### config.mk
export PLATFORM = sky130hd
export DESIGN_NAME = pgtm_top
export DESIGN_NICKNAME = d
export VERILOG_FILES = /design/src/design/pgtm_pkg.sv /design/src/design/pgtm_top.sv
export SDC_FILE = /design/constraint.sdc
export NUM_CORES = 1
export LEC_CHECK = 0
export BUFFER_PORTS_ARGS = -buffer_cell sky130_fd_sc_hd__buf_2
export CAP_MARGIN = 20
export CORE_ASPECT_RATIO = 2
export CORE_MARGIN = 4
export CORE_UTILIZATION = 60
export DETAILED_ROUTE_END_ITERATION = 8
export GPL_ROUTABILITY_DRIVEN = 0
export PLACE_DENSITY = 0.83
export SLEW_MARGIN = 20
export SYNTH_ARGS = -nofsm -noshare
export SYNTH_HDL_FRONTEND = slang
export SYNTH_SLANG_ARGS = --single-unit
export TNS_END_PERCENT = 30
### constraint.sdc
create_clock -name clk_sys -period 7.2 [get_ports clk_sys]
set_input_delay 1.44 -clock clk_sys [delete_from_list [all_inputs] [get_ports clk_sys]]
set_output_delay 1.44 -clock clk_sys [all_outputs]
set_load 0.1 [all_outputs]
### src/design/pgtm_pkg.sv
package pgtm_pkg;
  localparam logic [7:0]  REG_PG_MASK     = 8'hAC;
  localparam logic [7:0]  REG_TERM_DISCH  = 8'hAD;
  localparam logic [7:0]  REG_AUX_CTRL    = 8'hAE;
  localparam logic [6:0]  I2C_DEV_ADDR    = 7'h2A;
  localparam int          BIT_O1_IN3      = 7;
  localparam int          BIT_O1_IN6      = 6;
  localparam int          BIT_O4_IN3      = 5;
  localparam int          BIT_O4_IN6      = 4;
  localparam int          BIT_O2_IN3      = 3;
  localparam int          BIT_O2_IN6      = 2;
  localparam int          BIT_O3_IN3      = 1;
  localparam int          BIT_O3_IN6      = 0;
  localparam int          BIT_TERM_DISCH  = 4;
  localparam int          BIT_AUX_DIS_HI  = 7;
  localparam int          BIT_AUX_DIS_LO  = 6;
  localparam int          BIT_AUX_SDWN    = 5;
  localparam int          BIT_AUX_VID_HI  = 4;
  localparam int          BIT_AUX_VID_LO  = 1;
  localparam int          BIT_AUX_EN      = 0;
  localparam logic [1:0]  DIS_NONE        = 2'h0;
  localparam logic [1:0]  DIS_100_OHM     = 2'h1;
  localparam logic [1:0]  DIS_200_OHM     = 2'h2;
  localparam logic [1:0]  DIS_500_OHM     = 2'h3;
  localparam int          CLK_HZ          = 50000000;
  localparam int          OFF_MS_A        = 1;
  localparam int          OFF_MS_B        = 5;
  localparam int          OFF_MS_C        = 10;
  localparam int          OFF_MS_D        = 100;
  localparam int          OFF_CYC_A       = OFF_MS_A * (CLK_HZ / 1000);
  localparam int          OFF_CYC_B       = OFF_MS_B * (CLK_HZ / 1000);
  localparam int          OFF_CYC_C       = OFF_MS_C * (CLK_HZ / 1000);
  localparam int          OFF_CYC_D       = OFF_MS_D * (CLK_HZ / 1000);
  localparam int          OFF_CNT_W       = 24;
  typedef enum logic [2:0] {
    PGTM_IDLE = 3'b000,
    PGTM_ADDR = 3'b001,
    PGTM_REG  = 3'b010,
    PGTM_WR   = 3'b011,
    PGTM_RD   = 3'b100,
    PGTM_ACK  = 3'b101,
    PGTM_RACK = 3'b110
  } pgtm_state_t;
endpackage

### src/design/pgtm_top.sv
`timescale 1ns/1ns
// Behaviour
// - Bits 7 and 6 of the mask register keep control inputs three and six out of output one's tree when set.
// - Bits 5 and 4 do the same for output four.
// - Bits 3 and 2 do the same for output two.
// - Bits 1 and 0 do the same for output three.
// - Bit 4 of the termination register turns on the 100 ohm termination discharge.
// - With bit 5 clear an emergency shutdown holds the aux rail off for the factory duration.
// - With bit 5 set the aux rail ignores emergency shutdown and follows only its enable bit.
// - With the aux LDO in sequence and the B switches unmerged, the control acts on the second B switch.
// - Bits 4:1 of the aux register are the aux LDO voltage code.
// - Bit 0 of the aux register enables the aux rail.
module pgtm_top #(
  parameter int OFF_CYC_A = pgtm_pkg::OFF_CYC_A,
  parameter int OFF_CYC_B = pgtm_pkg::OFF_CYC_B,
  parameter int OFF_CYC_C = pgtm_pkg::OFF_CYC_C,
  parameter int OFF_CYC_D = pgtm_pkg::OFF_CYC_D
) (
  input  wire logic       clk_sys,
  input  wire logic       sys_rst,
  input  wire logic       scl_in,
  input  wire logic       sda_in,
  output logic            sda_out,
  output logic            sda_oe_n,
  input  wire logic       control_input_three,
  input  wire logic       control_input_six,
  input  wire logic       tree_good_one,
  input  wire logic       tree_good_two,
  input  wire logic       tree_good_three,
  input  wire logic       tree_good_four,
  input  wire logic [7:0] otp_pg_mask,
  input  wire logic [7:0] otp_term_disch,
  input  wire logic [7:0] otp_aux_ctrl,
  input  wire logic [1:0] otp_off_sel,
  input  wire logic       otp_target_switch,
  input  wire logic       aux_in_sequence,
  input  wire logic       switches_merged,
  input  wire logic       emergency_shutdown,
  output logic            pg_output_one,
  output logic            pg_output_two,
  output logic            pg_output_three,
  output logic            pg_output_four,
  output logic            termination_discharge_sel,
  output logic [1:0]      aux_discharge_sel,
  output logic [3:0]      aux_voltage_code,
  output logic            aux_ldo_first_on,
  output logic            load_switch_b_second_on
);
  logic [1:0] scl_sy, sda_sy, control_input_three_sy, control_input_six_sy;
  logic       scl_d, sda_d;
  always_ff @(posedge clk_sys) begin
    scl_sy  <= {scl_sy[0], scl_in};
    sda_sy  <= {sda_sy[0], sda_in};
    control_input_three_sy <= {control_input_three_sy[0], control_input_three};
    control_input_six_sy <= {control_input_six_sy[0], control_input_six};
    scl_d   <= scl_sy[1];
    sda_d   <= sda_sy[1];
  end
  wire scl_rise = scl_sy[1] & ~scl_d;
  wire scl_fall = ~scl_sy[1] & scl_d;
  wire i2c_start = scl_sy[1] & scl_d & sda_d & ~sda_sy[1];
  wire i2c_stop  = scl_sy[1] & scl_d & ~sda_d & sda_sy[1];

  function automatic logic [7:0] reg_read(input logic [7:0] a, input logic [7:0] m, input logic [7:0] t,
                                          input logic [7:0] x);
    case (a)
      pgtm_pkg::REG_PG_MASK:    reg_read = m;
      pgtm_pkg::REG_TERM_DISCH: reg_read = t;
      pgtm_pkg::REG_AUX_CTRL:   reg_read = x;
      default:                  reg_read = 8'h00;
    endcase
  endfunction

  pgtm_pkg::pgtm_state_t state, next_state, ret, next_ret;
  logic [7:0] sh, next_sh, ptr, next_ptr;
  logic [3:0] cnt, next_cnt;
  logic       drive, next_drive;
  logic [7:0] reg_pg, next_reg_pg, reg_term, next_reg_term, reg_aux, next_reg_aux;

  always_comb begin
    next_state    = state;
    next_ret      = ret;
    next_sh       = sh;
    next_ptr      = ptr;
    next_cnt      = cnt;
    next_drive    = drive;
    next_reg_pg   = reg_pg;
    next_reg_term = reg_term;
    next_reg_aux  = reg_aux;
    if (i2c_start) begin
      next_state = pgtm_pkg::PGTM_ADDR;
      next_cnt   = 4'h0;
      next_drive = 1'b0;
    end else if (i2c_stop) begin
      next_state = pgtm_pkg::PGTM_IDLE;
      next_drive = 1'b0;
    end else begin
      case (state)
        pgtm_pkg::PGTM_ADDR, pgtm_pkg::PGTM_REG, pgtm_pkg::PGTM_WR: begin
          if (scl_rise) begin
            next_sh  = {sh[6:0], sda_sy[1]};
            next_cnt = cnt + 4'h1;
          end else if (scl_fall && cnt == 4'h8) begin
            next_drive = 1'b1;
            next_state = pgtm_pkg::PGTM_ACK;
            if (state == pgtm_pkg::PGTM_ADDR) begin
              if (sh[7:1] != pgtm_pkg::I2C_DEV_ADDR) begin
                next_drive = 1'b0;
                next_state = pgtm_pkg::PGTM_IDLE;
              end
              next_ret = sh[0] ? pgtm_pkg::PGTM_RD : pgtm_pkg::PGTM_REG;
            end else if (state == pgtm_pkg::PGTM_REG) begin
              next_ptr = sh;
              next_ret = pgtm_pkg::PGTM_WR;
            end else begin
              // Reserved termination bits stored as written; host restores factory values
              case (ptr)
                pgtm_pkg::REG_PG_MASK:    next_reg_pg   = sh;
                pgtm_pkg::REG_TERM_DISCH: next_reg_term = sh;
                pgtm_pkg::REG_AUX_CTRL:   next_reg_aux  = sh;
                default:                  next_reg_pg   = reg_pg;
              endcase
              next_ret = pgtm_pkg::PGTM_WR;
            end
          end
        end
        pgtm_pkg::PGTM_ACK: begin
          if (scl_fall) begin
            next_cnt   = 4'h0;
            next_state = ret;
            next_drive = 1'b0;
            if (ret == pgtm_pkg::PGTM_RD) begin
              next_sh    = reg_read(ptr, reg_pg, reg_term, reg_aux);
              next_drive = ~next_sh[7];
            end
          end
        end
        pgtm_pkg::PGTM_RD: begin
          if (scl_rise) begin
            next_cnt = cnt + 4'h1;
          end else if (scl_fall) begin
            if (cnt == 4'h8) begin
              next_drive = 1'b0;
              next_state = pgtm_pkg::PGTM_RACK;
            end else begin
              next_sh    = {sh[6:0], 1'b0};
              next_drive = ~sh[6];
            end
          end
        end
        pgtm_pkg::PGTM_RACK: begin
          // Master nack ends the read; ack repeats the same register
          if (scl_rise && sda_sy[1]) begin
            next_state = pgtm_pkg::PGTM_IDLE;
          end else if (scl_fall) begin
            next_cnt   = 4'h0;
            next_state = pgtm_pkg::PGTM_RD;
            next_sh    = reg_read(ptr, reg_pg, reg_term, reg_aux);
            next_drive = ~next_sh[7];
          end
        end
        default: begin
          next_drive = 1'b0;
        end
      endcase
    end
  end

  always_ff @(posedge clk_sys) begin
    if (sys_rst) begin
      state    <= pgtm_pkg::PGTM_IDLE;
      ret      <= pgtm_pkg::PGTM_IDLE;
      sh       <= 8'h00;
      ptr      <= 8'h00;
      cnt      <= 4'h0;
      drive    <= 1'b0;
      reg_pg   <= otp_pg_mask;
      reg_term <= otp_term_disch;
      reg_aux  <= otp_aux_ctrl;
    end else begin
      state    <= next_state;
      ret      <= next_ret;
      sh       <= next_sh;
      ptr      <= next_ptr;
      cnt      <= next_cnt;
      drive    <= next_drive;
      reg_pg   <= next_reg_pg;
      reg_term <= next_reg_term;
      reg_aux  <= next_reg_aux;
    end
  end

  // Emergency shutdown hold-off timer, retriggers while shutdown persists
  logic [pgtm_pkg::OFF_CNT_W-1:0] off_cnt, next_off_cnt, off_len;
  always_comb begin
    case (otp_off_sel)
      2'h0:    off_len = pgtm_pkg::OFF_CNT_W'(OFF_CYC_A);
      2'h1:    off_len = pgtm_pkg::OFF_CNT_W'(OFF_CYC_B);
      2'h2:    off_len = pgtm_pkg::OFF_CNT_W'(OFF_CYC_C);
      default: off_len = pgtm_pkg::OFF_CNT_W'(OFF_CYC_D);
    endcase
    next_off_cnt = off_cnt;
    if (reg_aux[pgtm_pkg::BIT_AUX_SDWN]) begin
      next_off_cnt = '0;
    end else if (emergency_shutdown) begin
      next_off_cnt = off_len;
    end else if (off_cnt != '0) begin
      next_off_cnt = off_cnt - 1'b1;
    end
  end
  always_ff @(posedge clk_sys) begin
    if (sys_rst) begin
      off_cnt <= '0;
    end else begin
      off_cnt <= next_off_cnt;
    end
  end

  logic [3:0] next_pg;
  logic       next_ldo_on, next_sw_on, target_sw, rail_on;
  always_comb begin
    next_pg[0] = tree_good_one & (reg_pg[pgtm_pkg::BIT_O1_IN3] | control_input_three_sy[1])
               & (reg_pg[pgtm_pkg::BIT_O1_IN6] | control_input_six_sy[1]);
    next_pg[1] = tree_good_two & (reg_pg[pgtm_pkg::BIT_O2_IN3] | control_input_three_sy[1])
               & (reg_pg[pgtm_pkg::BIT_O2_IN6] | control_input_six_sy[1]);
    next_pg[2] = tree_good_three & (reg_pg[pgtm_pkg::BIT_O3_IN3] | control_input_three_sy[1])
               & (reg_pg[pgtm_pkg::BIT_O3_IN6] | control_input_six_sy[1]);
    next_pg[3] = tree_good_four & (reg_pg[pgtm_pkg::BIT_O4_IN3] | control_input_three_sy[1])
               & (reg_pg[pgtm_pkg::BIT_O4_IN6] | control_input_six_sy[1]);
    target_sw   = otp_target_switch | (aux_in_sequence & ~switches_merged);
    rail_on     = reg_aux[pgtm_pkg::BIT_AUX_EN] & (next_off_cnt == '0);
    next_ldo_on = rail_on & ~target_sw;
    next_sw_on  = rail_on & target_sw;
  end
  always_ff @(posedge clk_sys) begin
    if (sys_rst) begin
      {pg_output_four, pg_output_three, pg_output_two, pg_output_one} <= 4'h0;
      termination_discharge_sel <= 1'b0;
      aux_discharge_sel         <= pgtm_pkg::DIS_NONE;
      aux_voltage_code          <= 4'h0;
      aux_ldo_first_on          <= 1'b0;
      load_switch_b_second_on   <= 1'b0;
      sda_out                   <= 1'b0;
      sda_oe_n                  <= 1'b1;
    end else begin
      {pg_output_four, pg_output_three, pg_output_two, pg_output_one} <= next_pg;
      termination_discharge_sel <= reg_term[pgtm_pkg::BIT_TERM_DISCH];
      aux_discharge_sel <= reg_aux[pgtm_pkg::BIT_AUX_DIS_HI:pgtm_pkg::BIT_AUX_DIS_LO];
      aux_voltage_code  <= reg_aux[pgtm_pkg::BIT_AUX_VID_HI:pgtm_pkg::BIT_AUX_VID_LO];
      aux_ldo_first_on          <= next_ldo_on;
      load_switch_b_second_on   <= next_sw_on;
      sda_out                   <= 1'b0;
      sda_oe_n                  <= ~next_drive;
    end
  end
endmodule

-- Yosys cells after proc, flatten, opt, wreduce, memory -nomap -nowiden
Index checks and enable logic that the tools add are counted.
- bits in registers: 99
- input bits: 40
- output and inout bits: 15
- add/subtract/negate cells: 2
- equal/unequal tests: 39
- mux-type cells: 84
- bitwise operators: 42
- reductions and logical operators: 26
- operators with widths (cell ; count):
    $mux W8 ; 45
    $mux W24 ; 3
    $pmux W23 S3 ; 1
    $reduce_and A8 Y1 ; 5
    $mux W3 ; 12
    $ne A2 B2 Y1 const B ; 16
    $pmux W8 S4 ; 1
    $eq A8 B8 Y1 const B ; 3
    $logic_not A24 Y1 ; 1
    $ne A4 B4 Y1 const B ; 6
    $pmux W8 S3 ; 1
    $reduce_bool A24 Y1 ; 1
    $sub A24 B1 Y24 const B ; 1
    $and A1 B1 Y1 ; 19
    $mux W1 ; 15
    $not A1 Y1 ; 14
    $eq A3 B3 Y1 const B ; 4
    $mux W4 ; 3
    $pmux W3 S4 ; 1
    $pmux W4 S3 ; 1
    $reduce_and A11 Y1 ; 1
    $reduce_bool A2 Y1 ; 5
    $or A1 B1 Y1 ; 9
    $ne A7 B6 Y1 const B ; 1
    other kinds (21) ; 24

-- Longest topological paths before layout
Gate-level depths: netlist of the first run.
- depth after elaboration: 14
- mapped depth: 10

-- Least setup slack after synthesis of the first run
No wires, ideal clock.
- path type: input to register
- from: input port otp_off_sel[0]
- to: register load_switch_b_second_on
- setup time: 0.087 ns
- arrival: 2.791 ns
- required time: 7.113 ns
- path slack: 4.321 ns
- cell stages on the path: 8
- path through: ha_1 > nand2b_1 > nor2b_1 > o21ai_0 > nand3_1 > nor3b_1 > nand4_1 > nor4b_2
- cells in the longest elaborated chain, start to end: 7
- elaborated cells on any way between the ends: 9
- classes of those cells: eq/ne: 2; mux: 3; bitwise: 2; reduce/logical: 2
- ends and longest elaborated chain (element ; line ; RTL):
    start: declaration ; pgtm_top.sv:34 ; input wire logic [1:0] otp_off_sel,
    $eq A2 B2 Y1, or another cell as far along ; pgtm_top.sv:196 ; case (otp_off_sel)
    $pmux W23 S3 (*) ; pgtm_top.sv:196 ;
    $mux W24 (*) ; pgtm_top.sv:205 ; end else if (emergency_shutdown) begin
    $mux W24 (*) ; pgtm_top.sv:203 ; if (reg_aux[pgtm_pkg::BIT_AUX_SDWN]) begin
    $logic_not A24 Y1 (*) ; pgtm_top.sv:231 ; rail_on = reg_aux[pgtm_pkg::BIT_AUX_EN] & (next_off_cnt == '0);
    $and A1 B1 Y1 (*) ; pgtm_top.sv:231 ;
    $and A1 B1 Y1 (*) ; pgtm_top.sv:233 ; next_sw_on = rail_on & target_sw;
    end signal: assignment ; pgtm_top.sv:251 ; load_switch_b_second_on <= next_sw_on;
    end: declaration ; pgtm_top.sv:47 ; output logic load_switch_b_second_on
Mark *: on every way between the ends. The rest lies on a longest branch, timed or not.
A chain may end at the register's enable or synchronous reset.

-- Worst setup path after layout of the first run
- from: register off_cnt[0] in the netlist's numbering
- to: register aux_ldo_first_on
- cells in the longest elaborated chain, start to end: 7
- elaborated cells on any way between the ends: 8
- classes of those cells: add/sub: 1; mux: 3; bitwise: 2; reduce/logical: 2
- ends and longest elaborated chain (element ; line ; RTL):
    start: declaration ; pgtm_top.sv:194 ; logic [pgtm_pkg::OFF_CNT_W-1:0] off_cnt, next_off_cnt, off_len;
    start signal: assignment ; pgtm_top.sv:215 ; off_cnt <= next_off_cnt;
    $sub A24 B1 Y24 or $reduce_bool A24 Y1 (tied branches) ; pgtm_top.sv:208, pgtm_top.sv:207 ;
    $mux W24 (*) ; pgtm_top.sv:207 ; end else if (off_cnt != '0) begin
    $mux W24 (*) ; pgtm_top.sv:205 ;
    $mux W24 (*) ; pgtm_top.sv:203 ;
    $logic_not A24 Y1 (*) ; pgtm_top.sv:231 ;
    $and A1 B1 Y1 (*) ; pgtm_top.sv:231 ;
    $and A1 B1 Y1 (*) ; pgtm_top.sv:232 ; next_ldo_on = rail_on & ~target_sw;
    end signal: assignment ; pgtm_top.sv:250 ; aux_ldo_first_on <= next_ldo_on;
    end: declaration ; pgtm_top.sv:46 ; output logic aux_ldo_first_on,
Marked as above.

==> impl_metrics.json, run 1 <==
{
  "synth_edf_count": 24,
  "grt_max_degree": 69,
  "area_delta_synth_final_pct": 10.66,
  "p_leak_uw": 0.002356,
  "cts_sinks": 99,
  "syn_inst": 591,
  "critPathArrivalTime_ns": 3.84,
  "synth_compound_area_frac": 0.1582,
  "htree_levels": 3,
  "top_level_ports": 55,
  "ctsHoldBuffers": 0,
  "drt_iter0_drc": 431,
  "cts.clk_slew.worst_paths_ns": 0.07,
  "yosysMostFrequentCell": "nand2_1",
  "dpl.hpwl_um": 9658,
  "worstMarginPinSlew_ns": 0.9101,
  "synth_nets": 641,
  "crit_required_ns": 7.45,
  "cts_resized": 0,
  "synthAdderAreaFrac": 0.02433,
  "initial_core_util": 0.6158,
  "finalSetupViolations": 0,
  "status": "finished clean",
  "fin_skew_ns": 0.008670,
  "period_needed_ns": 3.591,
  "synth_top_family_by_area": "simple AND/OR/NAND/NOR gates",
  "fin_area_mm2": 0.005690,
  "ys_seq_elements": 99,
  "mappedNetlistArea_mm2": 0.005142,
  "rsz0062_at_grt": "no",
  "grt_pass1_wl_um": 21070,
  "numCtsBuffers": 9,
  "synthTopCellsByArea": "dfxtp_1 29%, edfxtp_1 14%, nand2_1 7.3%",
  "overflow": 0,
  "postCtsSetupRepairBufs": 0,
  "ir_worst_vdd_mv": 0.1817,
  "post-route-drc-count": 0,
  "post-route-period-util": 0.4988,
  "core_mm2": 0.008351,
  "cp_cell_sequence": "inv_1, ha_1, nor4b_2, nand2_1, a2111oi_0, mux2i_1, a221oi_1, nand4_1, nor4_2",
  "rows": 47,
  "antennaDiodeCount": 0,
  "maxSlewHeadroom": 0.3776,
  "synth_top_cell_by_area": "dfxtp_1",
  "pre_cts_ws_ns": 3.327,
  "finalMaxSlewViolations": 0,
  "cts_tree": "yes",
  "clock_path_buffers": 2,
  "die_w_um": 73.46,
  "yosysUniqueCellTypes": 68,
  "die_area_mm2": 0.01021,
  "cts-root-buf": "clkbuf_16",
  "synthSimpleGateAreaFrac": 0.2759,
  "routed_wirelength_um": 13040,
  "synthDominantCellAreaShare": 0.2920,
  "cap_violations": 0,
  "viasPerCell": 6.253,
  "crit_buf_inv": 1,
  "cp_top_family": "simple AND/OR/NAND/NOR gates",
  "endpoint_kind": "flip-flop",
  "synth_xor_area_frac": 0.02044,
  "grt_pass1_vias": 4412,
  "worstSkewPairLatency_ns": 0.35,
  "antenna_found_initial": 0,
  "power_density_mw_per_mm2": 255.9,
  "hold_viol": 0,
  "muxShareOfSynthArea": 0.04088,
  "cp-start-kind": "flip-flop",
  "drive_above_1_share": 0.1390,
  "ys_warn_count": 0,
  "critPathMaxFanout": 8,
  "max_stage_delay_ns": 0.83,
  "place_area_mm2": 0.005391,
  "drt_first_pass_iters": 6,
  "ys_seq_area_frac": 0.4321,
  "wl_per_cell_um": 17.83,
  "slowest_stage": "a2111oi_0",
  "crit_type": "flip-flop to flip-flop",
  "finalWorstSetupSlack_ns": 3.609,
  "fmax_mhz": 278.5,
  "avgSynthCellArea_um2": 8.701,
  "grt_usage": 0.2624,
  "synth-async-reset-ratio": 0,
  "fillers": 650,
  "die_y_um": 138.9,
  "ant_nets": 0,
  "dominantRegCellSynth": "dfxtp_1",
  "route.vias.total": 4571,
  "fin_nets": 678,
  "io_buffer_count": 53,
  "ys_top_cells_by_count": "100 x nand2_1, 75 x dfxtp_1, 56 x nor2_1",
  "setup_tns_ns": 0,
  "min_path_type": "flip-flop to flip-flop"
}
==> layout by cell type, fill, tap and decap left out, types with 15 or more instances in the layout <==
cell	n
buf_2	52
o21ai_0	24
a211oi_1	15
nor2_1	56
edfxtp_1	24
inv_1	28
a21oi_1	16
mux2i_1	21
dfxtp_1	75
nand2_1	100
==> cell type report <==
type | count | area (um2) | area share
multi-input cells | 437 | 2681 | 0.4712
clock buffers | 9 | 225.2 | 0.03958
flip-flops and latches | 99 | 2222 | 0.3905
clock inverters | 7 | 66.31 | 0.01165
inverters | 28 | 105.1 | 0.01847
well taps | 98 | 122.6 | 0.02155
repair buffers | 53 | 267.8 | 0.04705
==> power breakdown <==
group | leakage (uW) | switching, uW | internal [uW]
sequential | 0.000858 | 49.2 | 613
combinational | 0.00135 | 206 | 117
clock | 0.000145 | 227 | 244
==> path summary, 6_finish.rpt <==
kind / endpoint / slack [ns] / cells past startpoint / startpoint
worst min-delay path: scl_sy[1] / 0.33 / 0 / scl_sy[0]
worst min register to register: scl_sy[1] / 0.33 / 0 / scl_sy[0]
worst max register to register: aux_ldo_first_on / 3.61 / 9 / off_cnt[0]
worst max-delay path: aux_ldo_first_on / 3.61 / 9 / off_cnt[0]
==> worst register-to-register path, stage by stage, from the launching register on <==
cell       delay (ns)
dfxtp_1          0.38
inv_1            0.17
ha_1             0.31
nor4b_2          0.40
nand2_1          0.16
a2111oi_0        0.83
mux2i_1          0.31
a221oi_1         0.32
nand4_1          0.29
nor4_2           0.33
==> layer usage <==
layer / vias to the layer above / wire length [um] / global-route usage
met4: 0 / 789 / 0.1738
met1: 2145 / 4497 / 0.2709
met3: 56 / 559 / 0.03266
met2: 176 / 7189 / 0.4686
met5: - / 0 / 0
li1: 2194 / - / -
==> metrics by stage <==
| step | hold slack, ns | total power [uW] | cells | utilization |
|---|---|---|---|---|
| floorplan | 0.3096 | 907.4 | 591 | - |
| global placement | 0.3107 | 980.4 | 715 | 0.6456 |
| CTS | 0.3311 | 1456 | 731 | 0.6806 |
| global route | 0.3344 | 1521 | 731 | 0.6815 |
| finish | 0.3290 | 1456 | 731 | 0.6815 |
| detailed placement | 0.3143 | 989.3 | 715 | 0.6456 |
==> registers in the layout (all words and copies together), names as in the netlist, 2 cells and up <==
signal	cells
aux_discharge_sel	2
aux_voltage_code	4
cnt	4
control_input_six_sy	2
control_input_three_sy	2
off_cnt	24
ptr	8
reg_aux	8
reg_pg	8
reg_term	8
ret	3
scl_sy	2
sda_sy	2
sh	8
state	3
==> cell families after synthesis <==
logic type,count (synthesis)
AOI/OAI and AO/OA,117
and+or+nand+nor,276
buffers and inverters,55
DFF,99
other,1
xor gates and xnor gates,12
muxes,21
adders and majority gates,10
Power figures use the tool's default switching activity.
==> run 2, diff against run 1 <==
--- a/config.mk
+++ b/config.mk
@@ -9,10 +9,10 @@
 export CAP_MARGIN = 20
 export CORE_ASPECT_RATIO = 2
 export CORE_MARGIN = 4
-export CORE_UTILIZATION = 60
+export CORE_UTILIZATION = 53
 export DETAILED_ROUTE_END_ITERATION = 8
 export GPL_ROUTABILITY_DRIVEN = 0
-export PLACE_DENSITY = 0.83
+export PLACE_DENSITY = 0.78
 export SLEW_MARGIN = 20
 export SYNTH_ARGS = -nofsm -noshare
 export SYNTH_HDL_FRONTEND = slang
==> constraint.sdc (replaced) <==
create_clock -name clk_sys -period 3.1 [get_ports clk_sys]
set_input_delay 0.62 -clock clk_sys [delete_from_list [all_inputs] [get_ports clk_sys]]
set_output_delay 0.62 -clock clk_sys [all_outputs]
set_load 0.1 [all_outputs]
==> impl_metrics.json, run 2 (same netlist as run 1, synthesis figures left out) <==
{
  "crit_required_ns": 3.35,
  "numCtsBuffers": 9,
  "largest_register_ffs": 24,
  "antennaDiodeCount": 0,
  "grt_pass1_wl_um": 21820,
  "area_delta_synth_final_pct": 12.94,
  "grt_pass1_vias": 4566,
  "status": "finished clean",
  "clock_path_buffers": 2,
  "cp_top_family": "compound AO/OA/AOI/OAI gates",
  "grt_use_met1": 0.2365,
  "crit_type": "flip-flop to flip-flop",
  "final_util": 0.6148,
  "endpoint_kind": "flip-flop",
  "die_area_mm2": 0.01144,
  "ir_worst_vdd_mv": 0.4155,
  "cts.clk_slew.worst_paths_ns": 0.07,
  "core_mm2": 0.009447,
  "ant_nets": 0,
  "cap_violations": 0,
  "met3_usage": 0.04110,
  "cts-root-buf": "clkbuf_16",
  "grt_max_degree": 68,
  "final_common_cell": "nand2_1",
  "die_w_um": 77.65,
  "antenna_found_initial": 0,
  "viasPerCell": 6.001,
  "fin_nets": 687,
  "htree_levels": 3,
  "largest_register": "off_cnt",
  "crit_buf_inv": 3,
  "max_stage_delay_ns": 0.57,
  "rsz0062_at_grt": "no",
  "drt_iter0_drc": 372,
  "finalMaxSlewViolations": 0,
  "cp_cell_sequence": "inv_1, ha_1, or3b_4, nor4_4, buf_4, buf_4, a2111oi_2, mux2i_1, a221oi_1, nand4_1, nor4_2",
  "slowest_stage": "a2111oi_2",
  "rows": 50,
  "critPathMaxFanout": 7,
  "period_needed_ns": 2.864,
  "finalWorstSetupSlack_ns": 0.2357,
  "power_density_mw_per_mm2": 584.2,
  "wl_per_cell_um": 17.50,
  "fmax_mhz": 349.1,
  "drt_first_pass_iters": 6,
  "maxSlewHeadroom": 0.5447,
  "dpl.hpwl_um": 10050,
  "seq_area_mm2": 0.002223,
  "finalPower_uw": 3393,
  "setup_tns_ns": 0,
  "cpMostUsedCell": "buf_4",
  "busiest_layer": "met2",
  "initial_core_util": 0.5444,
  "overflow": 0,
  "pre_cts_ws_ns": 0.07764,
  "top_level_ports": 55,
  "io_buffer_count": 53,
  "grt_usage": 0.2413,
  "drive_above_1_share": 0.1573,
  "hold_viol": 0,
  "min_path_type": "flip-flop to flip-flop",
  "grt_util_met2": 0.4407,
  "fin_skew_ns": 0.007246,
  "post-route-drc-count": 0,
  "die_y_um": 147.3,
  "finalSetupViolations": 0,
  "cts_tree": "yes",
  "p_leak_uw": 0.002396,
  "fillers": 801,
  "multi_input_area_mm2": 0.002698,
  "route.vias.total": 4633,
  "final_cell_mix": "100 x nand2_1, 74 x dfxtp_1, 55 x nor2_1, 53 x buf_2, 27 x inv_1",
  "fin_hold_ws_ns": 0.3314,
  "worstMarginPinSlew_ns": 0.6657,
  "routed_wirelength_um": 13510,
  "cp-start-kind": "flip-flop",
  "post-route-period-util": 0.9240,
  "cts_sinks": 99,
  "critPathArrivalTime_ns": 3.12,
  "worstSkewPairLatency_ns": 0.35
}
run 2: cell type report:
| type | count | share of cell area |
|---|---|---|
| flip-flops and latches | 99 | 0.3828 |
| repair buffers | 62 | 0.05730 |
| clock inverters | 7 | 0.01056 |
| clock buffers | 9 | 0.03878 |
| well taps | 130 | 0.02801 |
| multi-input cells | 437 | 0.4645 |
| inverters | 28 | 0.01810 |
run 2: path summary, 6_finish.rpt:
check | start | endpoint | slack [ns] | cells after the start
setup reg to reg | off_cnt[1] | aux_ldo_first_on | 0.24 | 11
setup / recovery | off_cnt[1] | aux_ldo_first_on | 0.24 | 11
hold reg to reg | control_input_three_sy[0] | control_input_three_sy[1] | 0.33 | 0
hold / removal | control_input_three_sy[0] | control_input_three_sy[1] | 0.33 | 0
run 2: stage by stage:
stage               area [um2]  std cells
global route              5808        772
detailed placement        5484        754
CTS                       5771        770
finish                    5808        772
global placement          5484        754
floorplan                 5142        591
run 2: timing repair:
item | CTS | global route
endpoints found under the hold margin | 0 | 0
setup endpoints to repair | 0 | 2
resized for setup | 0 | 7
buffers inserted | 0 | 2
hold buffers | 0 | 0
run 2: routing by layer:
metal  up-vias  part of all wire
met3        67             0.051
met4         0             0.068
met5         -                 0
met2       221              0.54
li1       2212                 -
met1      2133              0.34
run 2: power breakdown:
| group | leakage (uW) | internal (uW) | switching [uW] | total, uW |
|---|---|---|---|---|
| clock network | 0.000134 | 557 | 510 | 1070 |
| logic | 0.00140 | 297 | 492 | 789 |
| registers | 0.000859 | 1420 | 113 | 1540 |
| total | 0.00240 | 2280 | 1120 | 3390 |
